<file path="config.mk">
export PLATFORM = sky130hd
export DESIGN_NAME = supply_thermal_fault_supervisor
export DESIGN_NICKNAME = d
export VERILOG_FILES = /design/src/supervisor_pkg.sv /design/src/supply_thermal_fault_supervisor.sv
export SDC_FILE = /design/constraint.sdc
export NUM_CORES = 1
export LEC_CHECK = 0
export BUFFER_PORTS_ARGS = -buffer_cell sky130_fd_sc_hd__buf_2
export CAP_MARGIN = 20
export CORE_UTILIZATION = 27
export DETAILED_ROUTE_END_ITERATION = 10
export HOLD_SLACK_MARGIN = 0.05
export SYNTH_ARGS = -nofsm -noshare
export SYNTH_HDL_FRONTEND = slang
export SYNTH_SLANG_ARGS = --single-unit
</file>
<file path="constraint.sdc">
create_clock -name clock -period 4.4 [get_ports clock]
set_clock_uncertainty 0.15 [all_clocks]
set_input_delay 0.66 -clock clock [delete_from_list [all_inputs] [get_ports clock]]
set_output_delay 0.66 -clock clock [all_outputs]
set_load 0.03 [all_outputs]
</file>
<file path="src/supervisor_pkg.sv">
package supervisor_pkg;
   // clock rate and times, each in its own unit with the cycle count derived from it
   localparam int unsigned CLK_MHZ = 200;
   localparam int unsigned SC_FILTER_US = 4000;
   localparam int unsigned SC_FILTER_CYC = SC_FILTER_US * CLK_MHZ;
   localparam int unsigned HOT_COOL_US = 1000000;
   localparam int unsigned HOT_COOL_CYC = HOT_COOL_US * CLK_MHZ;
   localparam int unsigned RESTART_US = 2000;
   localparam int unsigned RESTART_CYC = RESTART_US * CLK_MHZ;
   localparam int unsigned BLANK_US = 50;
   localparam int unsigned BLANK_CYC = BLANK_US * CLK_MHZ;

   // register byte offsets
   localparam logic [7:0] CTRL_OFS = 8'h00;
   localparam logic [7:0] FLAG_OFS = 8'h04;
   localparam logic [7:0] STATE_OFS = 8'h08;

   // control register fields
   localparam int C_MODE = 0;
   localparam int C_GO = 3;
   localparam int C_KEEP_LOW = 4;
   localparam int C_STOP_KEEP = 5;
   localparam int C_SHARE = 6;
   localparam int C_CAN_ON = 7;
   localparam int C_LIN_ON = 8;
   localparam int C_AUX_EN = 9;
   localparam int C_EXT_EN = 11;
   localparam int C_HS = 12;

   // flag register fields, write one to clear
   localparam int FLAG_W = 20;
   localparam int F_MSHORT = 0;
   localparam int F_FLAGA = 1;
   localparam int F_EXT_OC = 2;
   localparam int F_EXT_LOW = 3;
   localparam int F_AUX_LOW = 4;
   localparam int F_CAN_LOW = 5;
   localparam int F_STAGE = 6;
   localparam int F_AUX_OT = 7;
   localparam int F_EXT_OT = 8;
   localparam int F_WARM = 9;
   localparam int F_DEV_HOT = 10;
   localparam int F_HS = 12;
   localparam int F_CANF = 16;
   localparam int F_LINF = 18;
   localparam logic [1:0] FAULT_OT = 2'h1;

   // state register fields
   localparam int S_MAIN = 4;
   localparam int S_AUX = 5;
   localparam int S_EXT = 6;
   localparam int S_CANTX = 7;
   localparam int S_LINTX = 8;
   localparam int S_FAIL = 9;
   localparam int S_HS = 12;

   typedef enum logic [2:0] {
      M_NORMAL = 3'b000,
      M_STOP = 3'b001,
      M_SLEEP = 3'b010,
      M_RESTART = 3'b011,
      M_FAILSAFE = 3'b100
   } mode_e;

   // comparator and sensor indications, all active high
   typedef struct packed {
      logic main_ok;
      logic vs_ok;
      logic aux_low;
      logic can_low;
      logic ext_low;
      logic ext_oc;
      logic aux_ot;
      logic ext_ot;
      logic can_ot;
      logic lin_ot;
      logic [3:0] hs_ot;
      logic main_warm;
      logic main_hot;
      logic wake_can;
      logic wake_in;
   } sense_s;
endpackage

</file>
<file path="src/supply_thermal_fault_supervisor.sv">
`timescale 1ns/1ps
`default_nettype none
// Function
// - main regulator not up within filter time after power-up or sleep: shut down, fail-safe
// - main regulator below threshold longer than filter time: same shutdown reaction
// - short detection only while battery supply is above undervoltage
// - short-circuit fail-safe is left only on CAN or wake-input wake
// - load sharing: regulator off on battery low or stop, per keep bits; no diagnostics
// - stand-alone: overcurrent and low flags; off on battery low unless keep bit
// - no short flag during main power-up, no ext low flag during ext turn-on
// - aux and CAN supply low set sticky flags cleared only by software
// - aux low flag not set while aux regulator turns on or off
// - stage overheat switches stage off, sets flag; clear only after cooling
// - per-stage thermal shutdown evaluated only for stages that are on
// - aux overheat: off, enable bits cleared, flag set; software re-enables
// - stand-alone ext overheat: off, enable cleared, flag set; software re-enables
// - load-sharing ext overheat: flag set, off, back on automatically after cooling
// - CAN overheat: transmitter off, receive only, fault field 01, auto recovery
// - LIN overheat: transmitter off, receive only, fault field 01, auto recovery
// - any high-side overheat: all switches off, control bits cleared, flags set
// - thermal flags never self-clear; software clears them after cooling
// - prewarning flag set while main on; clear only after overheat gone
// - second thermal level: fail-safe for cool-down, then restart, then normal
// - device thermal flag only while main on; clear in normal after cooling
module supply_thermal_fault_supervisor
   import supervisor_pkg::*;
#(
   parameter int unsigned SC_CYC = SC_FILTER_CYC,
   parameter int unsigned COOL_CYC = HOT_COOL_CYC,
   parameter int unsigned RST_CYC = RESTART_CYC,
   parameter int unsigned BLK_CYC = BLANK_CYC
) (
   // clock and reset
   input wire logic clock,
   input wire logic rst_n,
   // apb slave
   input wire logic psel,
   input wire logic penable,
   input wire logic pwrite,
   input wire logic [7:0] paddr,
   input wire logic [31:0] pwdata,
   output logic [31:0] prdata,
   output logic pready,
   output logic pslverr,
   // analog indications
   input wire sense_s sense,
   // supply, transceiver and switch controls
   output logic main_reg_on,
   output logic aux_reg_on,
   output logic ext_reg_on,
   output logic can_tx_en,
   output logic lin_tx_en,
   output logic [3:0] high_side_switches,
   output logic fail_outputs,
   output mode_e mode
);

   sense_s s1_q, s_q;
   logic [FLAG_W-1:0] flags_q, set_v, allow_v;
   logic [31:0] sc_cnt_q, tm_q, aux_blk_q, ext_blk_q, rd_v;
   logic keep_low_q, stop_keep_q, share_q, can_on_q, lin_on_q, ext_en_q, sc_lock_q;
   logic [1:0] aux_en_q;
   logic [3:0] hs_en_q, hs_trip, hs_allow;
   logic wr_acc, wr_ctrl, wr_flag, go, sc_run, sc_hit, dev_hot_trip;
   logic aux_trip, ext_trip, can_trip, lin_trip, aux_on_d, ext_on_d;
   logic [1:0] go_mode;

   // two flops per indication; the first is seen only by the second
   always_ff @(posedge clock) begin
      if (!rst_n) begin
         s1_q <= '0;
         s_q <= '0;
      end else begin
         s1_q <= sense;
         s_q <= s1_q;
      end
   end

   // bus decode; writes land at the access edge with pready high
   assign wr_acc = psel & penable & pready & pwrite;
   assign wr_ctrl = wr_acc & (paddr == CTRL_OFS);
   assign wr_flag = wr_acc & (paddr == FLAG_OFS);
   assign go = wr_ctrl & pwdata[C_GO];
   assign go_mode = pwdata[C_MODE +: 2];

   // one wait-free access phase; read data is captured in the setup cycle
   always_ff @(posedge clock) begin
      if (!rst_n) begin
         pready <= 1'b0;
         prdata <= 32'h0000_0000;
         pslverr <= 1'b0;
      end else begin
         pready <= psel & ~penable & ~pready;
         if (psel & ~penable) begin
            prdata <= rd_v;
            pslverr <= ~((paddr == CTRL_OFS) | (paddr == FLAG_OFS) | (paddr == STATE_OFS));
         end
      end
   end

   // read multiplexer; unmapped offsets read zero with an error
   always_comb begin
      rd_v = 32'h0000_0000;
      case (paddr)
         CTRL_OFS: begin
            rd_v[C_KEEP_LOW] = keep_low_q;
            rd_v[C_STOP_KEEP] = stop_keep_q;
            rd_v[C_SHARE] = share_q;
            rd_v[C_CAN_ON] = can_on_q;
            rd_v[C_LIN_ON] = lin_on_q;
            rd_v[C_AUX_EN +: 2] = aux_en_q;
            rd_v[C_EXT_EN] = ext_en_q;
            rd_v[C_HS +: 4] = hs_en_q;
         end
         FLAG_OFS: rd_v[FLAG_W-1:0] = flags_q;
         STATE_OFS: begin
            rd_v[2:0] = mode;
            rd_v[S_MAIN] = main_reg_on;
            rd_v[S_AUX] = aux_reg_on;
            rd_v[S_EXT] = ext_reg_on;
            rd_v[S_CANTX] = can_tx_en;
            rd_v[S_LINTX] = lin_tx_en;
            rd_v[S_FAIL] = fail_outputs;
            rd_v[S_HS +: 4] = high_side_switches;
         end
         default: rd_v = 32'h0000_0000;
      endcase
   end

   // thermal trips only for stages that are switched on
   assign aux_trip = aux_reg_on & s_q.aux_ot;
   assign ext_trip = ext_reg_on & s_q.ext_ot;
   assign can_trip = can_on_q & s_q.can_ot;
   assign lin_trip = lin_on_q & s_q.lin_ot;
   assign dev_hot_trip = main_reg_on & s_q.main_hot & (mode != M_FAILSAFE);

   genvar i;
   for (i = 0; i < 4; i++) begin : g_hs
      assign hs_trip[i] = high_side_switches[i] & s_q.hs_ot[i];
      assign hs_allow[i] = ~s_q.hs_ot[i];
   end

   // short filter: counts only while on, battery fine and output low
   assign sc_run = main_reg_on & s_q.vs_ok & ~s_q.main_ok;
   assign sc_hit = sc_run & (sc_cnt_q == SC_CYC - 1);

   always_ff @(posedge clock) begin
      if (!rst_n) begin
         sc_cnt_q <= 32'h0000_0000;
      end else if (!sc_run) begin
         sc_cnt_q <= 32'h0000_0000;
      end else if (sc_cnt_q != SC_CYC - 1) begin
         sc_cnt_q <= sc_cnt_q + 32'h0000_0001;
      end
   end

   // flag sources and the cooling gate on their clears
   always_comb begin
      set_v = '0;
      set_v[F_MSHORT] = sc_hit;
      set_v[F_FLAGA] = sc_hit;
      set_v[F_EXT_OC] = ~share_q & ext_reg_on & s_q.ext_oc;
      set_v[F_EXT_LOW] = ~share_q & ext_reg_on & (ext_blk_q == 0) & s_q.ext_low;
      set_v[F_AUX_LOW] = aux_reg_on & (aux_blk_q == 0) & s_q.aux_low;
      set_v[F_CAN_LOW] = s_q.can_low;
      set_v[F_STAGE] = aux_trip | can_trip | lin_trip | (|hs_trip);
      set_v[F_AUX_OT] = aux_trip;
      set_v[F_EXT_OT] = ext_trip;
      set_v[F_WARM] = main_reg_on & s_q.main_warm;
      set_v[F_DEV_HOT] = dev_hot_trip;
      set_v[F_HS +: 4] = {4{|hs_trip}} & s_q.hs_ot;
      set_v[F_CANF +: 2] = can_trip ? FAULT_OT : 2'h0;
      set_v[F_LINF +: 2] = lin_trip ? FAULT_OT : 2'h0;
      allow_v = '1;
      allow_v[F_STAGE] = ~(s_q.aux_ot | s_q.can_ot | s_q.lin_ot | (|s_q.hs_ot));
      allow_v[F_AUX_OT] = ~s_q.aux_ot;
      allow_v[F_EXT_OT] = ~s_q.ext_ot;
      allow_v[F_WARM] = ~s_q.main_warm;
      allow_v[F_DEV_HOT] = ~s_q.main_hot & (mode == M_NORMAL);
      allow_v[F_HS +: 4] = hs_allow;
      allow_v[F_CANF +: 2] = {2{~s_q.can_ot}};
      allow_v[F_LINF +: 2] = {2{~s_q.lin_ot}};
   end

   // sticky flags; a set in the clearing cycle wins
   always_ff @(posedge clock) begin
      if (!rst_n) begin
         flags_q <= '0;
      end else begin
         flags_q <= (flags_q & ~({FLAG_W{wr_flag}} & pwdata[FLAG_W-1:0] & allow_v)) | set_v;
      end
   end

   // control bits; hardware clears on overheat win over software writes
   always_ff @(posedge clock) begin
      if (!rst_n) begin
         keep_low_q <= 1'b0;
         stop_keep_q <= 1'b0;
         share_q <= 1'b0;
         can_on_q <= 1'b0;
         lin_on_q <= 1'b0;
         aux_en_q <= 2'h0;
         ext_en_q <= 1'b0;
         hs_en_q <= 4'h0;
      end else begin
         if (wr_ctrl) begin
            keep_low_q <= pwdata[C_KEEP_LOW];
            stop_keep_q <= pwdata[C_STOP_KEEP];
            share_q <= pwdata[C_SHARE];
            can_on_q <= pwdata[C_CAN_ON];
            lin_on_q <= pwdata[C_LIN_ON];
            aux_en_q <= pwdata[C_AUX_EN +: 2];
            ext_en_q <= pwdata[C_EXT_EN];
            hs_en_q <= pwdata[C_HS +: 4];
         end
         if (aux_trip) begin
            aux_en_q <= 2'h0;
         end
         if (ext_trip & ~share_q) begin
            ext_en_q <= 1'b0;
         end
         if (|hs_trip) begin
            hs_en_q <= 4'h0;
         end
      end
   end

   // regulator enables; load sharing keeps its enable and retries after cooling
   assign aux_on_d = (|aux_en_q) & ~aux_trip;
   assign ext_on_d = ext_en_q & ~s_q.ext_ot & ~(~s_q.vs_ok & ~keep_low_q)
                     & ~(share_q & (mode == M_STOP) & ~stop_keep_q);

   // stage outputs plus blanking windows across aux switching edges and after ext turn-on
   always_ff @(posedge clock) begin
      if (!rst_n) begin
         aux_reg_on <= 1'b0;
         ext_reg_on <= 1'b0;
         can_tx_en <= 1'b0;
         lin_tx_en <= 1'b0;
         high_side_switches <= 4'h0;
         aux_blk_q <= 32'h0000_0000;
         ext_blk_q <= 32'h0000_0000;
      end else begin
         aux_reg_on <= aux_on_d;
         ext_reg_on <= ext_on_d;
         can_tx_en <= can_on_q & ~s_q.can_ot;
         lin_tx_en <= lin_on_q & ~s_q.lin_ot;
         high_side_switches <= hs_en_q & ~{4{|hs_trip}};
         if (aux_on_d != aux_reg_on) begin
            aux_blk_q <= BLK_CYC;
         end else if (aux_blk_q != 0) begin
            aux_blk_q <= aux_blk_q - 32'h0000_0001;
         end
         if (ext_on_d & ~ext_reg_on) begin
            ext_blk_q <= BLK_CYC;
         end else if (ext_blk_q != 0) begin
            ext_blk_q <= ext_blk_q - 32'h0000_0001;
         end
      end
   end

   // operating mode; a short shutdown overrides everything else
   always_ff @(posedge clock) begin
      if (!rst_n) begin
         mode <= M_NORMAL;
         main_reg_on <= 1'b1;
         fail_outputs <= 1'b0;
         sc_lock_q <= 1'b0;
         tm_q <= 32'h0000_0000;
      end else if (sc_hit) begin
         mode <= M_FAILSAFE;
         main_reg_on <= 1'b0;
         fail_outputs <= 1'b1;
         sc_lock_q <= 1'b1;
      end else if (dev_hot_trip) begin
         mode <= M_FAILSAFE;
         tm_q <= COOL_CYC;
      end else begin
         case (mode)
            M_NORMAL: begin
               if (go & (go_mode == M_STOP[1:0])) begin
                  mode <= M_STOP;
               end else if (go & (go_mode == M_SLEEP[1:0])) begin
                  mode <= M_SLEEP;
                  main_reg_on <= 1'b0;
               end
            end
            M_STOP: begin
               if (go & (go_mode == M_NORMAL[1:0])) begin
                  mode <= M_NORMAL;
               end
            end
            M_SLEEP: begin
               // the filter restarts with the regulator, covering the wake ramp
               if (s_q.wake_can | s_q.wake_in) begin
                  mode <= M_RESTART;
                  main_reg_on <= 1'b1;
                  tm_q <= RST_CYC;
               end
            end
            M_RESTART: begin
               if (tm_q == 0) begin
                  mode <= M_NORMAL;
               end else begin
                  tm_q <= tm_q - 32'h0000_0001;
               end
            end
            M_FAILSAFE: begin
               if (sc_lock_q) begin
                  if (s_q.wake_can | s_q.wake_in) begin
                     mode <= M_RESTART;
                     main_reg_on <= 1'b1;
                     fail_outputs <= 1'b0;
                     sc_lock_q <= 1'b0;
                     tm_q <= RST_CYC;
                  end
               end else if (tm_q == 0) begin
                  mode <= M_RESTART;
                  tm_q <= RST_CYC;
               end else begin
                  tm_q <= tm_q - 32'h0000_0001;
               end
            end
            default: mode <= M_NORMAL;
         endcase
      end
   end

   a_sc_shutdown: assert property (@(posedge clock) disable iff (!rst_n)
      $rose(flags_q[F_MSHORT]) |-> !main_reg_on && fail_outputs && flags_q[F_FLAGA]
      && mode == M_FAILSAFE) else $error("short did not shut down");
   a_sc_battery: assert property (@(posedge clock) disable iff (!rst_n)
      $rose(flags_q[F_MSHORT]) |-> $past(s_q.vs_ok)) else $error("short with battery low");
   a_sc_wake_exit: assert property (@(posedge clock) disable iff (!rst_n)
      mode == M_FAILSAFE && sc_lock_q && !s_q.wake_can && !s_q.wake_in
      |=> mode == M_FAILSAFE) else $error("fail-safe left without wake");
   a_ls_stop_off: assert property (@(posedge clock) disable iff (!rst_n)
      share_q && mode == M_STOP && !stop_keep_q |=> !ext_reg_on)
      else $error("ext regulator on in stop");
   a_aux_overheat: assert property (@(posedge clock) disable iff (!rst_n)
      aux_trip |=> !aux_reg_on && aux_en_q == 2'h0 && flags_q[F_AUX_OT])
      else $error("aux overheat not handled");
   a_can_receive: assert property (@(posedge clock) disable iff (!rst_n)
      can_trip |=> !can_tx_en && flags_q[F_CANF +: 2] != 2'h0)
      else $error("can overheat not handled");
   a_hs_all_off: assert property (@(posedge clock) disable iff (!rst_n)
      |hs_trip |=> high_side_switches == 4'h0 && hs_en_q == 4'h0)
      else $error("high-side not all off");
   a_hot_cool: assert property (@(posedge clock) disable iff (!rst_n)
      dev_hot_trip && !sc_hit |=> mode == M_FAILSAFE && tm_q == COOL_CYC)
      else $error("no cool-down on device overheat");
   a_hot_clear: assert property (@(posedge clock) disable iff (!rst_n)
      $fell(flags_q[F_DEV_HOT]) |-> $past(mode) == M_NORMAL && !$past(s_q.main_hot))
      else $error("device overheat flag cleared illegally");
   a_stage_hold: assert property (@(posedge clock) disable iff (!rst_n)
      flags_q[F_STAGE] && s_q.aux_ot |=> flags_q[F_STAGE])
      else $error("stage flag cleared while hot");
   a_apb_ready: assert property (@(posedge clock) disable iff (!rst_n)
      psel && !penable && !pready |=> pready ##1 !pready) else $error("pready timing");

endmodule
`default_nettype wire

</file>
==> metrics.txt, run 1 <==
# TYPE chip_impl_metric gauge
chip_impl_metric{name="first_iter_violations",unit=""} 512
chip_impl_metric{name="setup.reg_to_reg.worst_slack",unit="ns"} 0.95
chip_impl_metric{name="finalHoldViolations",unit=""} 0
chip_impl_metric{name="syn_inst",unit=""} 1251
chip_impl_info{name="hold_start",value="pwdata[17]"} 1
chip_impl_metric{name="grt_remaining_overflow",unit=""} 0
chip_impl_metric{name="avgViaCountPerCell",unit=""} 4.88
chip_impl_info{name="r2r-end",value="tm_q[15]"} 1
chip_impl_metric{name="vdd_drop_max",unit="V"} 0.000309
chip_impl_info{name="status",value="complete, no violations"} 1
chip_impl_info{name="synth_ff_type",value="dfxtp_1"} 1
chip_impl_metric{name="remaining_drc_errors",unit=""} 0
chip_impl_metric{name="critical_path_cell_count",unit=""} 8
chip_impl_metric{name="clk_pin_slew",unit="ns"} 0.06
chip_impl_metric{name="holdPathStages",unit=""} 2
chip_impl_metric{name="synth_area",unit="mm²"} 0.0106
chip_impl_metric{name="seq_area_frac_synth",unit="%"} 43.8
chip_impl_metric{name="report.final.slew_viol_count",unit=""} 0
chip_impl_metric{name="worst_skew_pair.late_latency",unit="ns"} 0.53
chip_impl_metric{name="port-buffer-count",unit=""} 85
chip_impl_metric{name="layout.core_utilization",unit="%"} 31.8
chip_impl_metric{name="cts_hold_buffers_added",unit=""} 0
chip_impl_metric{name="timing.max_slew.rel_slack",unit="%"} 38.3
chip_impl_metric{name="drive_gt1_share",unit="%"} 12.1
chip_impl_metric{name="critical-path-max-stage-delay",unit="ns"} 0.61
chip_impl_info{name="crit-reg2reg-launch",value="tm_q[26]"} 1
chip_impl_metric{name="vias",unit=""} 9055
chip_impl_metric{name="grt_antenna_before_repair",unit=""} 3
chip_impl_info{name="path_class",value="reg -> reg"} 1
chip_impl_metric{name="path_max_fanout",unit=""} 15
chip_impl_metric{name="worst_ep_arrival_time",unit="ns"} 3.70
chip_impl_info{name="cp_slowest_cell",value="or4_1"} 1
chip_impl_metric{name="r2r.worst_path.cells",unit=""} 8
chip_impl_metric{name="switch_pwr",unit="mW"} 2.35
chip_impl_metric{name="ys_async_sr_fraction",unit="%"} 0
chip_impl_info{name="timing.hold.worst_endpoint",value="flags_q[17]"} 1
chip_impl_metric{name="wirelength",unit="µm"} 27800
chip_impl_metric{name="grt_use_total",unit="%"} 13.4
chip_impl_info{name="ctsRootBufferMaster",value="clkbuf_16"} 1
chip_impl_info{name="critical_path.cell_chain",value="or4_1, or4_1, nor4_4, o21a_1, buf_4, nor2_1, o311ai_1, o21ai_0"} 1
chip_impl_metric{name="yosys.area.top_type_share",unit="%"} 43.8
chip_impl_metric{name="core_region_area",unit="mm²"} 0.0387
chip_impl_metric{name="post_synth_num_cell_types",unit=""} 67
chip_impl_metric{name="num_rows",unit=""} 72
chip_impl_metric{name="floorplan.io_pins",unit=""} 110
chip_impl_metric{name="fmax",unit="MHz"} 290
chip_impl_metric{name="post_cts_buffers",unit=""} 0
chip_impl_metric{name="dp.final_hpwl",unit="µm"} 19900
chip_impl_metric{name="grt_first_pass_wirelength",unit="µm"} 44600
chip_impl_info{name="cp-end-kind",value="flip-flop"} 1
chip_impl_metric{name="drt.antenna.violating_nets",unit=""} 0
chip_impl_info{name="critPathTopFamily",value="simple AND/OR/NAND/NOR gates"} 1
chip_impl_metric{name="floorplan.die.height",unit="µm"} 200
chip_impl_metric{name="total_power_divided_by_cell_area",unit="mW/mm²"} 550
chip_impl_info{name="synth.most_common_cell",value="dfxtp_1"} 1
chip_impl_metric{name="grt_start_max_net_pins",unit=""} 57
chip_impl_metric{name="ys_warns",unit=""} 0
chip_impl_info{name="rsz_0062_raised_after_global_routing",value="no"} 1
chip_impl_metric{name="fin_crit_sh",unit="%"} 78.5
chip_impl_info{name="ys_top_cells_by_area",value="dfxtp_1 44%, nor2_1 5.5%, xnor2_1 4.2%"} 1
chip_impl_metric{name="htreeDepth",unit=""} 1
chip_impl_metric{name="wire_per_inst",unit="µm"} 15.0
chip_impl_info{name="critPathLaunchType",value="flip-flop"} 1
chip_impl_info{name="synth.largest_area_cell",value="dfxtp_1"} 1
chip_impl_metric{name="total_leakage_power",unit="nW"} 4.54
chip_impl_metric{name="post_cts.resized_instances",unit=""} 0
chip_impl_metric{name="place_congestion",unit=""} 0.830
chip_impl_metric{name="cts_made_buffers",unit=""} 26
chip_impl_metric{name="p_clk_share",unit="%"} 30.1
chip_impl_metric{name="area_growth_syn_to_layout",unit="%"} 16.2
chip_impl_metric{name="detail_route.first_pass.iterations",unit=""} 5
chip_impl_metric{name="p_comb_share",unit="%"} 31.5
chip_impl_metric{name="post_synth.cell_area_avg",unit="µm²"} 8.49
chip_impl_metric{name="cts.path.max_buffers",unit=""} 3
chip_impl_metric{name="fin_tns_setup",unit="ns"} 0
chip_impl_metric{name="dieWidth",unit="µm"} 200
chip_impl_info{name="tritoncts",value="built"} 1
chip_impl_metric{name="worst-endpoint-required",unit="ns"} 4.65
chip_impl_metric{name="final_period_minus_worst_setup_slack",unit="ns"} 3.45
chip_impl_metric{name="initial_core_util",unit="%"} 27.4
chip_impl_info{name="timing.critical_path.mode_cell",value="or4_1"} 1
chip_impl_metric{name="ys_ff_latch",unit=""} 232
chip_impl_info{name="min_path_type",value="in -> reg"} 1
chip_impl_metric{name="vias_in_the_first_global_route",unit=""} 8391
chip_impl_metric{name="synth-edff-count",unit=""} 0
chip_impl_info{name="post_synth_most_frequent_cells",value="232 x dfxtp_1, 156 x nor2_1, 104 x nand2_1"} 1
chip_impl_metric{name="timing.max_cap.violations",unit=""} 0
chip_impl_metric{name="final_nets",unit=""} 1386
chip_impl_metric{name="final_report_setup_violation_count",unit=""} 0
chip_impl_metric{name="power.switching_fraction",unit="%"} 34.7
chip_impl_metric{name="path_buf_inv",unit=""} 1
chip_impl_metric{name="tritoncts_num_sinks",unit=""} 232
chip_impl_metric{name="internal_power",unit="mW"} 4.43
chip_impl_metric{name="final.fill_count",unit=""} 4112
chip_impl_metric{name="timing_worst_slew_pin_value",unit="ns"} 0.923
chip_impl_metric{name="fp.dieArea",unit="mm²"} 0.0401
chip_impl_metric{name="seq_power_share",unit="%"} 38.4
power groups by stage:
stage / logic (mW) / registers, mW / clock network (mW)
2_1_floorplan: 1.74 / 2.58 / 0
3_3_place_gp: 2.09 / 2.64 / 0
3_5_place_dp: 2.13 / 2.65 / 0
4_1_cts: 2.15 / 2.61 / 2.10
5_1_grt: 2.40 / 2.65 / 2.18
6_report: 2.14 / 2.61 / 2.04
worst max-delay path by stage:
stage / startpoint / slack [ns] / endpoint
floorplan: tm_q[0] / 1.46 / tm_q[26]
global placement: tm_q[26] / 1.02 / tm_q[15]
detailed placement: tm_q[26] / 1.01 / tm_q[15]
CTS: tm_q[26] / 0.96 / tm_q[15]
global route: tm_q[26] / 0.73 / tm_q[15]
finish: tm_q[26] / 0.95 / tm_q[15]
flip-flops by register name, indices dropped and copies added (netlist names), 2 cells and up:
signal and count:
s1_q 18, mode 3, hs_en_q 4, high_side_switches 4
flags_q 20, prdata 20, tm_q 32, aux_blk_q 32
ext_blk_q 32, sc_cnt_q 32, s_q 18, aux_en_q 2
cell usage in the layout (no fill, tap or decap), drive strengths merged, types with 6 or more instances in the layout:
cell type,n
a211oi,7
a21boi,24
a21oi,45
a22oi,27
a31oi,7
and2,42
and3,15
buf,101
clkbuf,36
clkinv,8
conb,12
dfxtp,232
inv,23
mux2i,17
nand2,104
nand3,49
nand3b,8
nand4,20
nand4b,6
nor2,156
nor2b,38
nor3,45
nor3b,7
nor4,41
o21ai,53
o2bb2ai,7
or2,7
or3,20
or4,19
xnor2,51
xor2,40
metrics by stage:
step | total power [mW] | hold slack [ns] | cell area (µm²) | worst slack, ns | std cells
after floorplan | 4.33 | 0.262 | 10700 | 1.46 | 1262
final | 6.79 | 0.147 | 12300 | 0.947 | 1855
after global routing | 7.23 | 0.134 | 12300 | 0.730 | 1855
after CTS | 6.85 | 0.124 | 12300 | 0.962 | 1853
after detailed placement | 4.78 | 0.273 | 11500 | 1.01 | 1808
after global placement | 4.72 | 0.270 | 11500 | 1.02 | 1808
cell type report:
type                            count  area [µm²]  area share [%]
Multi-Input combinational cell    936        5610            45.5
Timing Repair Buffer              101         548            4.44
Tap cell                          518         648            5.25
Clock buffer                       36         749            6.08
Inverter                           22        82.6           0.670
Antenna cell                        1        2.50          0.0203
Sequential cell                   232        4640            37.7
Clock inverter                      9        48.8           0.396
metal layers:
metal,global-route usage [%],vias up,part of all wire [%]
met5,0,-,0
met4,3.84,0,2.3
met3,1.72,40,4.4
met2,20.6,224,43
met1,19.5,4249,50
li1,-,4542,-
kinds of logic after synthesis:
| kind of cell | synth area share, % |
|---|---|
| mux | 1.60 |
| fa+ha+maj | 0.471 |
| xor+xnor | 7.51 |
| other cells | 0.0353 |
| flops | 43.8 |
| compound gates | 13.4 |
| simple gates | 29.4 |
| buf+inv | 3.89 |
Power figures use the tool's default switching activity.
==> inputs of run 2 (changes only) <==
clock period = 3.21 ns   (was 4.4 ns; I/O delays follow)
==> run 2 against run 1 <==
Effect of this change:
- die area unchanged
- critical path type unchanged
- setup slack got worse by 0.79 ns
- critical path depth rose by 2
- highest routed layer is now met5
- combinational power is 48% higher
- final cell count increased by 2.6%
- global-route usage increased by 0.23 points
==> metrics.txt, run 2 (synthesized netlist as in run 1, its figures left out) <==
# TYPE chip_impl_metric gauge
chip_impl_info{name="status",value="complete, no violations"} 1
chip_impl_metric{name="worst_setup_slack_before_clock_tree_synthesis",unit="ns"} 0.178
chip_impl_metric{name="fmax",unit="MHz"} 328
chip_impl_metric{name="post_cts.resized_instances",unit=""} 0
chip_impl_metric{name="grt_remaining_overflow",unit=""} 0
chip_impl_metric{name="timing.max_slew.rel_slack",unit="%"} 42.7
chip_impl_metric{name="area_growth_syn_to_layout",unit="%"} 20.8
chip_impl_metric{name="worst_skew_pair.late_latency",unit="ns"} 0.52
chip_impl_metric{name="power.switching_fraction",unit="%"} 33.7
chip_impl_metric{name="dp.final_hpwl",unit="µm"} 20300
chip_impl_info{name="cp_slowest_cell",value="nor3b_1"} 1
chip_impl_metric{name="seq_power_share",unit="%"} 36.7
chip_impl_metric{name="finalHoldViolations",unit=""} 0
chip_impl_info{name="critical_path.cell_chain",value="inv_1, ha_1, nor3b_1, nand3_1, or3_1, o31a_1, nand2_1, buf_4, o21ai_0, a21boi_0"} 1
chip_impl_metric{name="p_comb_share",unit="%"} 32.6
chip_impl_info{name="cp-end-kind",value="flip-flop"} 1
chip_impl_metric{name="total_leakage_power",unit="nW"} 4.80
chip_impl_metric{name="timing.max_cap.violations",unit=""} 0
chip_impl_metric{name="drive_gt1_share",unit="%"} 14.1
chip_impl_metric{name="vias",unit=""} 9232
chip_impl_metric{name="worst_slack",unit="ns"} 0.162
chip_impl_metric{name="cts_hold_buffers_added",unit=""} 18
chip_impl_info{name="layout_common_cells",value="232 x dfxtp_1, 156 x nor2_1, 104 x nand2_1, 84 x buf_2, 51 x xnor2_1"} 1
chip_impl_info{name="min_path_type",value="in -> reg"} 1
chip_impl_metric{name="grt.met1_usage",unit="%"} 19.7
chip_impl_metric{name="grt_start_max_net_pins",unit=""} 64
chip_impl_metric{name="grt_use_total",unit="%"} 13.6
chip_impl_metric{name="grt_antenna_before_repair",unit=""} 3
chip_impl_metric{name="detail_route.first_pass.iterations",unit=""} 5
chip_impl_metric{name="worst-endpoint-required",unit="ns"} 3.51
chip_impl_metric{name="tritoncts_num_sinks",unit=""} 232
chip_impl_metric{name="clk_pin_slew",unit="ns"} 0.06
chip_impl_metric{name="cts_made_buffers",unit=""} 26
chip_impl_metric{name="final_report_setup_violation_count",unit=""} 0
chip_impl_metric{name="internal_power",unit="mW"} 6.43
chip_impl_metric{name="critical-path-max-stage-delay",unit="ns"} 0.44
chip_impl_metric{name="use_met3",unit="%"} 1.76
chip_impl_metric{name="floorplan.io_pins",unit=""} 110
chip_impl_metric{name="avgViaCountPerCell",unit=""} 4.85
chip_impl_metric{name="first_iter_violations",unit=""} 586
chip_impl_metric{name="total_power_divided_by_cell_area",unit="mW/mm²"} 756
chip_impl_metric{name="dieWidth",unit="µm"} 200
chip_impl_metric{name="wire_per_inst",unit="µm"} 14.7
chip_impl_metric{name="htreeDepth",unit=""} 1
chip_impl_metric{name="antenna_cells_inserted",unit=""} 0
chip_impl_metric{name="final_nets",unit=""} 1434
chip_impl_metric{name="grt.met2_usage",unit="%"} 21.4
chip_impl_metric{name="initial_core_util",unit="%"} 27.4
chip_impl_info{name="critPathTopFamily",value="simple AND/OR/NAND/NOR gates"} 1
chip_impl_metric{name="wirelength",unit="µm"} 27900
chip_impl_info{name="path_class",value="reg -> reg"} 1
chip_impl_info{name="most_common_cell_after_layout_fill_and_taps_aside",value="dfxtp_1"} 1
chip_impl_metric{name="path_max_fanout",unit=""} 9
chip_impl_metric{name="core_region_area",unit="mm²"} 0.0387
chip_impl_metric{name="timing_worst_slew_pin_value",unit="ns"} 0.856
chip_impl_metric{name="fin_tns_setup",unit="ns"} 0
chip_impl_metric{name="post_cts_buffers",unit=""} 0
chip_impl_info{name="tritoncts",value="built"} 1
chip_impl_metric{name="place_congestion",unit=""} 0.839
chip_impl_metric{name="drt.antenna.violating_nets",unit=""} 0
chip_impl_metric{name="floorplan.die.height",unit="µm"} 200
chip_impl_metric{name="grt_first_pass_wirelength",unit="µm"} 45200
chip_impl_metric{name="cts.path.max_buffers",unit=""} 3
chip_impl_metric{name="fp.dieArea",unit="mm²"} 0.0401
chip_impl_metric{name="path_buf_inv",unit=""} 2
chip_impl_metric{name="vias_in_the_first_global_route",unit=""} 8542
chip_impl_metric{name="vdd_drop_max",unit="V"} 0.000316
chip_impl_metric{name="worst_ep_arrival_time",unit="ns"} 3.34
chip_impl_metric{name="report.final.slew_viol_count",unit=""} 0
chip_impl_metric{name="switch_pwr",unit="mW"} 3.27
chip_impl_metric{name="num_rows",unit=""} 72
chip_impl_metric{name="remaining_drc_errors",unit=""} 0
chip_impl_metric{name="p_clk_share",unit="%"} 30.8
chip_impl_info{name="critPathLaunchType",value="flip-flop"} 1
chip_impl_info{name="rsz_0062_raised_after_global_routing",value="no"} 1
chip_impl_metric{name="fin_crit_sh",unit="%"} 94.9
chip_impl_metric{name="setup.reg_to_reg.worst_slack",unit="ns"} 0.16
chip_impl_info{name="ctsRootBufferMaster",value="clkbuf_16"} 1
chip_impl_metric{name="final_period_minus_worst_setup_slack",unit="ns"} 3.05
chip_impl_metric{name="port-buffer-count",unit=""} 85
chip_impl_info{name="grt_most_used_layer",value="met2"} 1
==> run 2: changes by cell type in the layout (fill, tap and decap cells not counted), sizes merged <==
| cell | before | now |
|---|---|---|
| buf | 101 | 131 |
| bufinv | 0 | 2 |
| clkbuf | 36 | 34 |
| clkinv | 8 | 10 |
| diode | 1 | 0 |
| dlygate4sd3 | 0 | 18 |
| inv | 23 | 22 |
==> run 2: per-stage QoR <==
stage                     cells  util (%)  cell area (µm²)  hold slack, ns  power, mW
after floorplan            1262         -            10700           0.262       5.93
after global placement     1839      30.4            11800           0.270       6.68
after detailed placement   1839      30.4            11800           0.271       6.74
after CTS                  1903      33.1            12800          0.0695       9.79
after global routing       1903      33.1            12800          0.0940       10.3
final                      1903      33.1            12800          0.0920       9.70
==> run 2: worst paths after layout <==
kind                from          end  cells after the start
max              tm_q[0]     tm_q[21]                     10
min            pwdata[8]     lin_on_q                      3
max reg2reg      tm_q[0]     tm_q[21]                     10
min reg2reg  flags_q[11]  flags_q[11]                      2
==> run 2: cell type report <==
| class | instances | area [µm²] |
|---|---|---|
| clock buffer | 34 | 752 |
| clock inverter | 12 | 118 |
| fill | 4123 | 25900 |
| multi-input combinational | 936 | 5610 |
| tap | 518 | 648 |
| sequential | 232 | 4640 |
| timing repair buffer | 149 | 966 |
| inverter | 22 | 82.6 |
==> run 2: power groups by stage <==
stage	registers [mW]	clock network, mW	logic (mW)
final	3.55	2.98	3.16
after global routing	3.61	3.18	3.56
after CTS	3.55	3.07	3.17
after detailed placement	3.61	0	3.13
after global placement	3.59	0	3.08
after floorplan	3.54	0	2.39
==> run 2: worst min-delay path: cells and delay by family <==
family | cells | cell delay [ns]
and+or+nand+nor | 1 | 0.05
buffers and inverters | 1 | 0.11
AOI/OAI and AO/OA | 1 | 0.07
==> run 2: metal layers <==
layer | part of all wire, % | up-vias
met5 | 0.057 | -
met4 | 1.7 | 2
met3 | 5.0 | 37
met2 | 43 | 242
met1 | 50 | 4310
li1 | - | 4641
==> inputs of run 3 (changes only) <==
CORE_MARGIN = 1.5   (was not set)
==> run 3 against run 2 <==
Effect of this change:
- global-route usage hardly changed
- via count is 0.74% higher
- routed wire length is 0.93% higher
- utilization is 0.12 points lower
- clock power is 2% lower
- sequential power hardly changed
- final area is 0.35% lower
- clock-buffer cell count is 4 higher
- register-to-register slack better by 0.04 ns
- sequential share of layout area is 0.13 points higher
- first-iteration DRC count is 2.6% lower
==> metrics.txt, run 3 (synthesized netlist as in run 1, its figures left out) <==
# TYPE chip_impl_metric gauge
chip_impl_metric{name="final_nets",unit=""} 1431
chip_impl_metric{name="finalHoldViolations",unit=""} 0
chip_impl_metric{name="tritoncts_num_sinks",unit=""} 232
chip_impl_info{name="cp_slowest_cell",value="or4_1"} 1
chip_impl_metric{name="report.final.slew_viol_count",unit=""} 0
chip_impl_metric{name="core_region_area",unit="mm²"} 0.0387
chip_impl_metric{name="dieWidth",unit="µm"} 201
chip_impl_metric{name="worst_setup_slack_before_clock_tree_synthesis",unit="ns"} 0.204
chip_impl_metric{name="fin_crit_sh",unit="%"} 93.8
chip_impl_metric{name="floorplan.io_pins",unit=""} 110
chip_impl_info{name="ctsRootBufferMaster",value="clkbuf_16"} 1
chip_impl_info{name="rsz_0062_raised_after_global_routing",value="no"} 1
chip_impl_metric{name="initial_core_util",unit="%"} 27.4
chip_impl_metric{name="fp.dieArea",unit="mm²"} 0.0405
chip_impl_metric{name="critical-path-max-stage-delay",unit="ns"} 0.60
chip_impl_info{name="cp-end-kind",value="flip-flop"} 1
chip_impl_info{name="path_class",value="reg -> reg"} 1
chip_impl_metric{name="htreeDepth",unit=""} 1
chip_impl_metric{name="total_power_divided_by_cell_area",unit="mW/mm²"} 754
chip_impl_metric{name="detail_route.first_pass.iterations",unit=""} 5
chip_impl_info{name="status",value="complete, no violations"} 1
chip_impl_metric{name="vdd_drop_max",unit="V"} 0.000353
chip_impl_metric{name="worst_slack",unit="ns"} 0.198
chip_impl_metric{name="layout.core_utilization",unit="%"} 33.0
chip_impl_metric{name="final_period_minus_worst_setup_slack",unit="ns"} 3.01
chip_impl_metric{name="area_growth_syn_to_layout",unit="%"} 20.4
chip_impl_metric{name="total_leakage_power",unit="nW"} 4.77
chip_impl_metric{name="path_buf_inv",unit=""} 0
chip_impl_metric{name="first_iter_violations",unit=""} 571
chip_impl_metric{name="avgViaCountPerCell",unit=""} 4.89
chip_impl_metric{name="grt_first_pass_wirelength",unit="µm"} 46100
chip_impl_metric{name="timing.max_slew.rel_slack",unit="%"} 50.7
chip_impl_metric{name="cts_made_buffers",unit=""} 26
chip_impl_metric{name="drt.antenna.violating_nets",unit=""} 0
chip_impl_metric{name="final_report_setup_violation_count",unit=""} 0
chip_impl_metric{name="grt_start_max_net_pins",unit=""} 48
chip_impl_metric{name="wirelength",unit="µm"} 28200
chip_impl_metric{name="cts.path.max_buffers",unit=""} 3
chip_impl_metric{name="timing.max_cap.violations",unit=""} 0
chip_impl_metric{name="vias",unit=""} 9300
chip_impl_info{name="timing.critical_path.mode_cell",value="or4_1"} 1
chip_impl_info{name="most_common_cell_after_layout_fill_and_taps_aside",value="dfxtp_1"} 1
chip_impl_info{name="critPathLaunchType",value="flip-flop"} 1
chip_impl_metric{name="place_congestion",unit=""} 0.824
chip_impl_metric{name="num_rows",unit=""} 72
chip_impl_metric{name="fin_tns_setup",unit="ns"} 0
chip_impl_metric{name="post_cts.resized_instances",unit=""} 0
chip_impl_metric{name="dp.final_hpwl",unit="µm"} 20400
chip_impl_metric{name="grt_remaining_overflow",unit=""} 0
chip_impl_metric{name="wire_per_inst",unit="µm"} 14.8
chip_impl_info{name="tritoncts",value="built"} 1
chip_impl_metric{name="port-buffer-count",unit=""} 85
chip_impl_metric{name="floorplan.die.height",unit="µm"} 201
chip_impl_metric{name="drive_gt1_share",unit="%"} 13.7
chip_impl_info{name="layout_common_cells",value="232 x dfxtp_1, 156 x nor2_1, 104 x nand2_1, 84 x buf_2, 51 x xnor2_1"} 1
chip_impl_metric{name="clk_pin_slew",unit="ns"} 0.06
chip_impl_info{name="min_path_type",value="in -> reg"} 1
chip_impl_metric{name="timing_worst_slew_pin_value",unit="ns"} 0.733
chip_impl_metric{name="worst_ep_arrival_time",unit="ns"} 3.24
chip_impl_metric{name="worst-endpoint-required",unit="ns"} 3.44
chip_impl_info{name="critPathTopFamily",value="simple AND/OR/NAND/NOR gates"} 1
chip_impl_metric{name="grt_antenna_before_repair",unit=""} 1
chip_impl_metric{name="worst_skew_pair.late_latency",unit="ns"} 0.53
chip_impl_info{name="critical_path.cell_chain",value="or4_1, or4_1, or4_4, or2_1, nand4b_1, xor2_1, a21boi_1"} 1
chip_impl_metric{name="path_max_fanout",unit=""} 7
chip_impl_metric{name="vias_in_the_first_global_route",unit=""} 8713
chip_impl_metric{name="remaining_drc_errors",unit=""} 0
chip_impl_metric{name="fmax",unit="MHz"} 332
chip_impl_metric{name="grt_use_total",unit="%"} 13.6
run 3: cell count changes in the layout (fill, tap and decap cells not counted), sizes merged:
cell / previous run / this run
clkinv: 10 / 6
buf: 131 / 128
clkbuf: 34 / 38
clkinvlp: 0 / 1
diode: 0 / 1
bufinv: 2 / 1
run 3: path summary, 6_finish.rpt:
path | slack [ns] | depth (start not counted) | to | startpoint
worst max-delay path | 0.20 | 7 | aux_blk_q[10] | aux_blk_q[23]
worst min-delay path | 0.1 | 3 | hs_en_q[3] | pwdata[15]
worst max register to register | 0.20 | 7 | aux_blk_q[10] | aux_blk_q[23]
worst min register to register | 0.28 | 1 | s_q[6] | s1_q[6]
run 3: where the power goes:
part           internal, mW  switching [mW]
logic                  1.39            1.78
registers              3.24           0.319
clock network          1.75            1.17
run 3: cell type report:
type                    count  area [µm²]
diodes                      1        2.50
clock buffers              38         777
clock inverters             8        67.6
fillers                  4092       26000
inverters                  22        82.6
multi-input cells         936        5610
flip-flops and latches    232        4640
well taps                 518         648
repair buffers            146         943
run 3: worst reg2reg max path, stage by stage, from the launching register on:
cell and delay [ns]:
dfxtp_1 0.35, or4_1 0.60, or4_1 0.51, or4_4 0.53
or2_1 0.35, nand4b_1 0.15, xor2_1 0.15, a21boi_1 0.08
run 3: per-layer routing:
metal | wire length (µm) | vias up | part of all wire (%) | track usage [%]
li1 | - | 4642 | - | -
met1 | 14000 | 4368 | 50 | 19.6
met2 | 12100 | 253 | 43 | 20.9
met3 | 1560 | 37 | 5.5 | 1.96
met4 | 507 | 0 | 1.8 | 4.16
met5 | 0 | - | 0 | 0
run 3: stage by stage:
step	hold slack (ns)	cell area, µm²	power [mW]	cells
5_1_grt	0.0971	12800	10.3	1901
4_1_cts	0.0795	12800	9.73	1900
2_1_floorplan	0.262	10700	5.93	1262
3_3_place_gp	0.266	11700	6.67	1836
3_5_place_dp	0.269	11700	6.75	1836
6_report	0.0953	12800	9.64	1901
run 3: repair_timing:
item / in CTS / in global routing
endpoints found under the hold margin: 18 / 0
buffers inserted: 0 / 0
hold buffers: 18 / 0
